===== src/epi_pkg.sv =====
package epi_pkg;

  // Register byte offsets.
  localparam logic [5:0] EPI_OFF_TRIG   = 6'h00;
  localparam logic [5:0] EPI_OFF_DIR    = 6'h04;
  localparam logic [5:0] EPI_OFF_DOUT   = 6'h08;
  localparam logic [5:0] EPI_OFF_PIN    = 6'h0C;
  localparam logic [5:0] EPI_OFF_FLAG   = 6'h10;
  localparam logic [5:0] EPI_OFF_FUNC   = 6'h14;
  localparam logic [5:0] EPI_OFF_SRCPRI = 6'h18;
  localparam logic [5:0] EPI_OFF_MASK   = 6'h1C;
  localparam logic [5:0] EPI_OFF_SRCEN  = 6'h20;
  localparam logic [5:0] EPI_OFF_CUR    = 6'h24;
  localparam logic [5:0] EPI_OFF_ACK    = 6'h28;

  // Pin positions and their fixed levels.
  localparam int EPI_NPIN = 3;
  localparam int EPI_PIN_L7 = 2;
  localparam int EPI_PIN_L4 = 1;
  localparam int EPI_PIN_L1 = 0;
  localparam logic [2:0] EPI_LVL_PIN_L7 = 3'h7;
  localparam logic [2:0] EPI_LVL_PIN_L4 = 3'h4;
  localparam logic [2:0] EPI_LVL_PIN_L1 = 3'h1;
  localparam logic [2:0] EPI_LVL_NMI    = 3'h7;

  // Vector numbering: base plus source index.
  localparam logic [7:0] EPI_VEC_BASE = 8'h40;

  // Reset values.
  localparam logic [5:0] EPI_RST_TRIG = 6'h00;
  localparam logic [2:0] EPI_RST_FUNC = 3'h7;
  localparam logic [2:0] EPI_RST_MASK = 3'h0;

  typedef enum logic [1:0] {
    EPI_TRIG_LEVEL = 2'h0,
    EPI_TRIG_RISE  = 2'h1,
    EPI_TRIG_FALL  = 2'h2,
    EPI_TRIG_BOTH  = 2'h3
  } epi_trig_t;

endpackage


===== src/epi_src_if.sv =====
`timescale 1ns/1ps
interface epi_src_if #(parameter int N = 8);
  logic [N-1:0] req;
  logic [N-1:0] en;
  logic [N*3-1:0] lvl;
  logic [2:0] mask;
  logic [2:0] pend_lvl;
  logic [7:0] pend_vec;
  modport ctl (input req, en, lvl, mask, output pend_lvl, pend_vec);
  modport top (output req, en, lvl, mask, input pend_lvl, pend_vec);
endinterface


===== src/epi_prio.sv =====
`timescale 1ns/1ps
module epi_prio
  import epi_pkg::*;
#(
  parameter int N = 8
)(
  // Clock and reset.
  input wire logic clk,
  input wire logic rst_n,
  // Source side.
  epi_src_if.ctl   src
);

  logic [2:0] next_lvl;
  logic [7:0] next_vec;

  // Highest active level wins; within a level the lowest index wins.
  always_comb
  begin
    next_lvl = 3'h0;
    next_vec = 8'h00;
    for (int i = N - 1; i >= 0; i--)
    begin
      if (src.req[i] && src.en[i] &&
          (src.lvl[i*3 +: 3] > src.mask ||
           src.lvl[i*3 +: 3] == EPI_LVL_NMI) &&
          src.lvl[i*3 +: 3] >= next_lvl)
      begin
        next_lvl = src.lvl[i*3 +: 3];
        next_vec = EPI_VEC_BASE + 8'(i);
      end
    end
  end

  always_ff @(posedge clk or negedge rst_n)
  begin
    if (!rst_n)
    begin
      src.pend_lvl <= 3'h0;
      src.pend_vec <= 8'h00;
    end
    else
    begin
      src.pend_lvl <= next_lvl;
      src.pend_vec <= next_vec;
    end
  end

endmodule


===== src/epi_top.sv =====
`timescale 1ns/1ps
module epi_top
  import epi_pkg::*;
#(
  parameter int NPER = 5
)(
  // Clock and reset.
  input  wire logic            clk,
  input  wire logic            rst_n,
  // Register port.
  input  wire logic [5:0]      addr,
  input  wire logic [31:0]     wdata,
  input  wire logic            wr,
  input  wire logic            rd,
  output logic      [31:0]     rdata,
  // External pins, active low as interrupts.
  input  wire logic [2:0]      pin_in,
  output logic      [2:0]      pin_out,
  output logic      [2:0]      pin_oe,
  output logic                 dma_request_ch0,
  // On-chip peripheral requests, held until cleared at their source.
  input  wire logic [NPER-1:0] per_req,
  // Core side.
  output logic      [2:0]      core_level,
  output logic      [7:0]      core_vector,
  input  wire logic            core_ack,
  output logic                 vector_fetch_cycle
);

  localparam int NSRC = EPI_NPIN + NPER;

  ////////////////////////////////////////////////////////////////////////
  // Register state.

  logic [5:0]        trig;
  logic [2:0]        dir;
  logic [2:0]        dout;
  logic [2:0]        func;
  logic [2:0]        flag;
  logic [2:0]        imask;
  logic [NSRC-1:0]   src_en;
  logic [NPER*3-1:0] per_lvl;
  logic [2:0]        pin_s1;
  logic [2:0]        pin_s2;
  logic [2:0]        pin_d;
  logic [2:0]        edge_hit;
  logic [2:0]        pin_req;
  logic [10:0]       cur_ack;
  logic [2:0]        flag_clr;
  logic [31:0]       rd_view;

  function automatic logic hit(input logic [5:0] a, input logic [5:0] o);
    hit = (a == o);
  endfunction

  ////////////////////////////////////////////////////////////////////////
  // Pin synchroniser; the first stage is read only by the second.

  always_ff @(posedge clk or negedge rst_n)
  begin
    if (!rst_n)
    begin
      pin_s1 <= 3'h7;
      pin_s2 <= 3'h7;
    end
    else
    begin
      pin_s1 <= pin_in;
      pin_s2 <= pin_s1;
    end
  end

  // The edge stage resets to the idle level, so no false edge follows reset.
  always_ff @(posedge clk or negedge rst_n)
  begin
    if (!rst_n)
      pin_d <= 3'h7;
    else
      pin_d <= pin_s2;
  end

  ////////////////////////////////////////////////////////////////////////
  // Per-pin trigger detection.

  genvar g;
  generate
    for (g = 0; g < EPI_NPIN; g++)
    begin : g_pin
      epi_trig_t mode;
      logic      rise;
      logic      fall;
      assign mode = epi_trig_t'(trig[g*2 +: 2]);
      assign rise = pin_s2[g] && !pin_d[g];
      assign fall = !pin_s2[g] && pin_d[g];
      always_comb
      begin
        case (mode)
          EPI_TRIG_RISE: edge_hit[g] = rise;
          EPI_TRIG_FALL: edge_hit[g] = fall;
          EPI_TRIG_BOTH: edge_hit[g] = rise || fall;
          default:       edge_hit[g] = 1'b0;
        endcase
      end
      // Level mode follows the low pin; edge modes use the sticky flag.
      assign pin_req[g] = func[g] && !dir[g] &&
                          ((mode == EPI_TRIG_LEVEL) ? !pin_s2[g]
                                                    : flag[g]);
    end
  endgenerate

  ////////////////////////////////////////////////////////////////////////
  // Edge flags: a new edge wins over a same-cycle clear.

  // Ones written to the flag register clear those flags.
  assign flag_clr = (wr && hit(addr, EPI_OFF_FLAG)) ? wdata[2:0] : 3'h0;

  always_ff @(posedge clk or negedge rst_n)
  begin
    if (!rst_n)
      flag <= 3'h0;
    else
      flag <= (flag & ~flag_clr) | (edge_hit & func);
  end

  ////////////////////////////////////////////////////////////////////////
  // Register writes, one process for each register.

  // Two trigger bits per pin select level, rise, fall or both.
  always_ff @(posedge clk or negedge rst_n)
  begin
    if (!rst_n)
      trig <= EPI_RST_TRIG;
    else if (wr && hit(addr, EPI_OFF_TRIG))
      trig <= wdata[5:0];
  end

  // A one in the direction register makes the pin an output when its function bit is zero.
  always_ff @(posedge clk or negedge rst_n)
  begin
    if (!rst_n)
      dir <= 3'h0;
    else if (wr && hit(addr, EPI_OFF_DIR))
      dir <= wdata[2:0];
  end

  // Drive values for pins used as outputs.
  always_ff @(posedge clk or negedge rst_n)
  begin
    if (!rst_n)
      dout <= 3'h0;
    else if (wr && hit(addr, EPI_OFF_DOUT))
      dout <= wdata[2:0];
  end

  // A one with direction zero keeps the pin an interrupt input; zero frees it for other use.
  always_ff @(posedge clk or negedge rst_n)
  begin
    if (!rst_n)
      func <= EPI_RST_FUNC;
    else if (wr && hit(addr, EPI_OFF_FUNC))
      func <= wdata[2:0];
  end

  // Levels at or below the mask are held off, except level seven.
  always_ff @(posedge clk or negedge rst_n)
  begin
    if (!rst_n)
      imask <= EPI_RST_MASK;
    else if (wr && hit(addr, EPI_OFF_MASK))
      imask <= wdata[2:0];
  end

  // Each source has its own enable, all off after reset.
  always_ff @(posedge clk or negedge rst_n)
  begin
    if (!rst_n)
      src_en <= '0;
    else if (wr && hit(addr, EPI_OFF_SRCEN))
      src_en <= wdata[NSRC-1:0];
  end

  // Three level bits for each on-chip source.
  always_ff @(posedge clk or negedge rst_n)
  begin
    if (!rst_n)
      per_lvl <= '0;
    else if (wr && hit(addr, EPI_OFF_SRCPRI))
      per_lvl <= wdata[NPER*3-1:0];
  end

  ////////////////////////////////////////////////////////////////////////
  // Pin function: interrupt input, GPIO, or DMA request on level four.

  always_comb
  begin
    pin_out = dout;
    pin_oe  = ~func & dir;
  end

  ////////////////////////////////////////////////////////////////////////
  // DMA request on the shared level-four pin.

  // The level-four pin feeds the DMA request only when not an interrupt.
  always_ff @(posedge clk or negedge rst_n)
  begin
    if (!rst_n)
      dma_request_ch0 <= 1'b0;
    else
      dma_request_ch0 <= !func[EPI_PIN_L4] && !dir[EPI_PIN_L4] &&
                         !pin_s2[EPI_PIN_L4];
  end

  ////////////////////////////////////////////////////////////////////////
  // Priority and vector generation; pins carry fixed levels.

  epi_src_if #(.N(NSRC)) src ();

  assign src.req  = {per_req, pin_req};
  assign src.en   = src_en;
  assign src.mask = imask;
  assign src.lvl  = {per_lvl, EPI_LVL_PIN_L7, EPI_LVL_PIN_L4,
                     EPI_LVL_PIN_L1};

  epi_prio #(.N(NSRC)) u_prio (
    .clk   (clk),
    .rst_n (rst_n),
    .src   (src)
  );

  ////////////////////////////////////////////////////////////////////////
  // Core outputs come straight from the priority stage's registers.

  assign core_level  = src.pend_lvl;
  assign core_vector = src.pend_vec;

  // Acknowledge is answered internally and never leaves the unit.
  assign vector_fetch_cycle = 1'b0;

  ////////////////////////////////////////////////////////////////////////
  // Acknowledge capture: the level and vector the core last took.

  always_ff @(posedge clk or negedge rst_n)
  begin
    if (!rst_n)
      cur_ack <= '0;
    else if (core_ack)
      cur_ack <= {src.pend_lvl, src.pend_vec};
  end

  ////////////////////////////////////////////////////////////////////////
  // Register reads, one cycle later; unmapped reads return zero.

  always_comb
  begin
    case (addr)
      EPI_OFF_TRIG:   rd_view = 32'(trig);
      EPI_OFF_DIR:    rd_view = 32'(dir);
      EPI_OFF_DOUT:   rd_view = 32'(dout);
      EPI_OFF_PIN:    rd_view = 32'(pin_s2);
      EPI_OFF_FLAG:   rd_view = 32'(flag);
      EPI_OFF_FUNC:   rd_view = 32'(func);
      EPI_OFF_SRCPRI: rd_view = 32'(per_lvl);
      EPI_OFF_MASK:   rd_view = 32'(imask);
      EPI_OFF_SRCEN:  rd_view = 32'(src_en);
      EPI_OFF_CUR:    rd_view = 32'({src.pend_lvl, src.pend_vec});
      EPI_OFF_ACK:    rd_view = 32'(cur_ack);
      default:        rd_view = 32'h0000_0000;
    endcase
  end

  // The answer stands for exactly one cycle and reads zero otherwise.
  always_ff @(posedge clk or negedge rst_n)
  begin
    if (!rst_n)
      rdata <= 32'h0000_0000;
    else if (rd)
      rdata <= rd_view;
    else
      rdata <= 32'h0000_0000;
  end

endmodule


===== config.mk =====
export PLATFORM = sky130hd
export DESIGN_NAME = epi_top
export DESIGN_NICKNAME = d
export VERILOG_FILES = /design/src/epi_pkg.sv /design/src/epi_src_if.sv /design/src/epi_prio.sv /design/src/epi_top.sv
export SDC_FILE = /design/constraint.sdc
export NUM_CORES = 1
export LEC_CHECK = 0
export ABC_AREA = 1
export BUFFER_PORTS_ARGS = -buffer_cell sky130_fd_sc_hd__buf_2
export CORE_UTILIZATION = 60
export DETAILED_ROUTE_END_ITERATION = 16
export PLACE_DENSITY = 0.84
export SETUP_SLACK_MARGIN = 0.2
export SLEW_MARGIN = 20
export SYNTH_ARGS = -nofsm -noshare
export SYNTH_HDL_FRONTEND = slang
export SYNTH_HIERARCHICAL = 1
export SYNTH_SLANG_ARGS = --single-unit

===== constraint.sdc =====
create_clock -name clk -period 23.2 [get_ports clk]
set_input_delay 4.64 -clock clk [delete_from_list [all_inputs] [get_ports clk]]
set_output_delay 4.64 -clock clk [all_outputs]
set_load 0.05 [all_outputs]

==> qor.txt <==
Run status: complete, no violations
Die X: 99.0 microns
GRT Overall Usage: 29.3%
Num CTS Buffers: 9
End-of-flow core utilization: 68.1%
Clk_lat worst skew: 0.37 ns
Number of global-route vias before repair: 5031
Max VDD drop: 0.0000461 V
Max_slew headroom: 44.3%
Pleak: 3.34 nW
Routed Antenna Nets: 0
GP Congestion: 0.998
# nets final: 894
Clock Sinks: 87
Final hold vios: 0
Post-CTS setup repair buffer count: 0
WP data required: 23.42 ns
Fraction of registers with async set/reset: 100%
Power Density: 67.8 nW/um^2
Via/cell ratio: 5.50
Yosys warnings: 6
Power consumption: 424 uW
EDFF count, synth: 0
Fin crit share: 53.5%
First-pass GRT wire length: 22500 microns
Clock transition at path regs: 0.09 ns
Initial core utilization: 61.4%
Core area: 9200 sq um
Root buffer cell: clkbuf_8
IO buf count: 62
Slowest cell on the critical path: ha_1
Via count: 5015
Initial drt markers: 330
Setup crit start kind: primary input
# hold bufs at CTS: 0
Dpl cells: 896
Grt total ovfl: 0
CTS resizes: 0
Synth Cell Area: 5650 sq um
Largest stage delay on the critical path: 0.36 ns
Yosys cell types: 38
Flops & latches, synth: 87
Most frequent cells in the layout: nand2_1 (160), inv_1 (79), dfrtp_1 (75)
Share of layout cells above drive strength 1: 18.4%
Layout Skew: 0.0116 ns
Die Height: 99.0 microns
Total Wirelength: 13300 microns
Die ar.: 9800 sq um
# rows: 35
Commonest non-fill, non-tap cell in the layout: nand2_1
Final slew viol count: 0
Clock Tree Buf Depth: 2
CP Max Fanout: 8
CTS tree: built
HPWL after DPL: 10300 microns
Post-route DRC: 0
Worst min path class: reg2reg
Min Tclk post-route: 12.41 ns
Worst path top cell family by delay: simple AND/OR/NAND/NOR gates
Drt pass-1 iters: 5
WS Path Type: in2reg
IO Pins: 102
CP Capture Type: flip-flop
Fmax: 80.6 MHz
Least-Margin Pin Slew: 0.832 ns
Antenna diode count: 0
Setup Total Neg Slack: 0 ns
Setup violators final: 0
Mean Syn Cell Area: 8.03 sq um
Pin count of the biggest net entering global routing: 54
Area growth from synthesis to layout: 10.9%
Wire per inst: 14.6 microns
Total of max-cap violations: 0
Worst path arrival time: 12.63 ns
H-tree levels: 3
Seq/Total Area, Yosys: 38.8%
RSZ-0062 raised after global routing: false
Mapped Cells: 703
Most used cell, CP: nand2_1
Crit path buffers/inverters: 12
Final instance area: 6260 sq um
Finished Layout Cells: 912
Placed inst area: 6080 sq um
Initial antenna violation count: 0
Synth Flop Type: dfrtp_1
[synthesized netlist by cell type (5+ instances only)]
library cell | number | area [sq um]
clkbuf_1 | 5 | 18.8
nor2_1 | 54 | 203
ha_1 | 47 | 588
a21oi_1 | 21 | 105
nand2_2 | 16 | 100
nand3_1 | 59 | 295
buf_4 | 22 | 165
o211ai_1 | 10 | 75.1
o21ai_0 | 63 | 315
a32oi_1 | 5 | 43.8
nand2_1 | 160 | 601
nand4_1 | 8 | 50.1
dfstp_2 | 12 | 315
dfrtp_1 | 75 | 1880
buf_2 | 5 | 25.0
mux2_2 | 8 | 90.1
nand2_4 | 9 | 101
nand3_2 | 6 | 60.1
inv_1 | 79 | 297
[layer usage]
| metal | track usage (%) | part of all wire [%] |
|---|---|---|
| met5 | 0 | 0 |
| met4 | 14.0 | 2.9 |
| met3 | 5.60 | 6.7 |
| met2 | 50.9 | 50 |
| met1 | 35.1 | 41 |
[flip-flops by register name, indices dropped and copies added, names as in the netlist]
name / count
per_lvl: 15
rdata: 15
cur_ack: 11
src.en: 8
trig: 6
u_prio/src.pend_vec: 4
dir: 3
flag: 3
func: 3
imask: 3
pin_d: 3
pin_out: 3
pin_s1: 3
pin_s2: 3
u_prio/src.pend_lvl: 3
dma_request_ch0: 1
[worst register-to-register path, delay by kind of cell, from the launching register on]
kind	cells	cell delay, ns
compound gates	12	1.83
fa+ha+maj	8	2.18
buf+inv	11	1.10
flops	1	0.41
simple gates	38	3.62
[power breakdown]
part	leakage [nW]	internal [mW]	switching (mW)
Clock	0.0824	0.0400	0.0582
Sequential	1.11	0.171	0.0178
Combinational	2.15	0.0439	0.0933
Total	3.34	0.255	0.169
[stage by stage]
stage	hold WS (ns)	setup slack, ns
2_1_floorplan	0.345	11.95
3_3_place_gp	0.347	11.09
3_5_place_dp	0.348	10.63
4_1_cts	0.361	10.94
5_1_grt	0.362	10.17
6_report	0.359	10.79
[cell families (layout without fill, tap and decap cells)]
group | count (synthesis) | count (layout) | share of synthesized area (%)
other | 3 | 55 | 0.199
AOI/OAI and AO/OA | 110 | 110 | 11.0
and+or+nand+nor | 330 | 330 | 27.6
adders and majority gates | 47 | 47 | 10.4
buffers and inverters | 114 | 160 | 9.28
DFF | 87 | 87 | 38.8
muxes | 12 | 12 | 2.66
[layout make-up]
type / instances / area [sq um]
Clock buffer: 9 / 124
Clock inverter: 7 / 57.6
Fill cell: 729 / 2930
Inverter: 81 / 304
Multi-Input combinational cell: 554 / 3130
Sequential cell: 87 / 2190
Tap cell: 111 / 139
Timing Repair Buffer: 63 / 320
[final timing paths]
check / start / end / slack [ns] / cells past startpoint
worst max register to register: imask[2]$_DFFE_PN0P_ / u_prio/src.pend_vec[1]$_DFF_PN0_ / 13.96 / 69
worst max-delay path: per_req[4] / u_prio/src.pend_vec[1]$_DFF_PN0_ / 10.79 / 65
max in group asynchronous: rst_n / flag[1]$_DFF_PN0_ / 17.96 / 2
worst min register to register: pin_s1[2]$_DFF_PN1_ / pin_s2[2]$_DFF_PN1_ / 0.36 / 0
worst min-delay path: pin_s1[2]$_DFF_PN1_ / pin_s2[2]$_DFF_PN1_ / 0.36 / 0
min in group asynchronous: rst_n / rdata[14]$_DFF_PN0_ / 4.23 / 1
(Power assumes the default switching activity.)
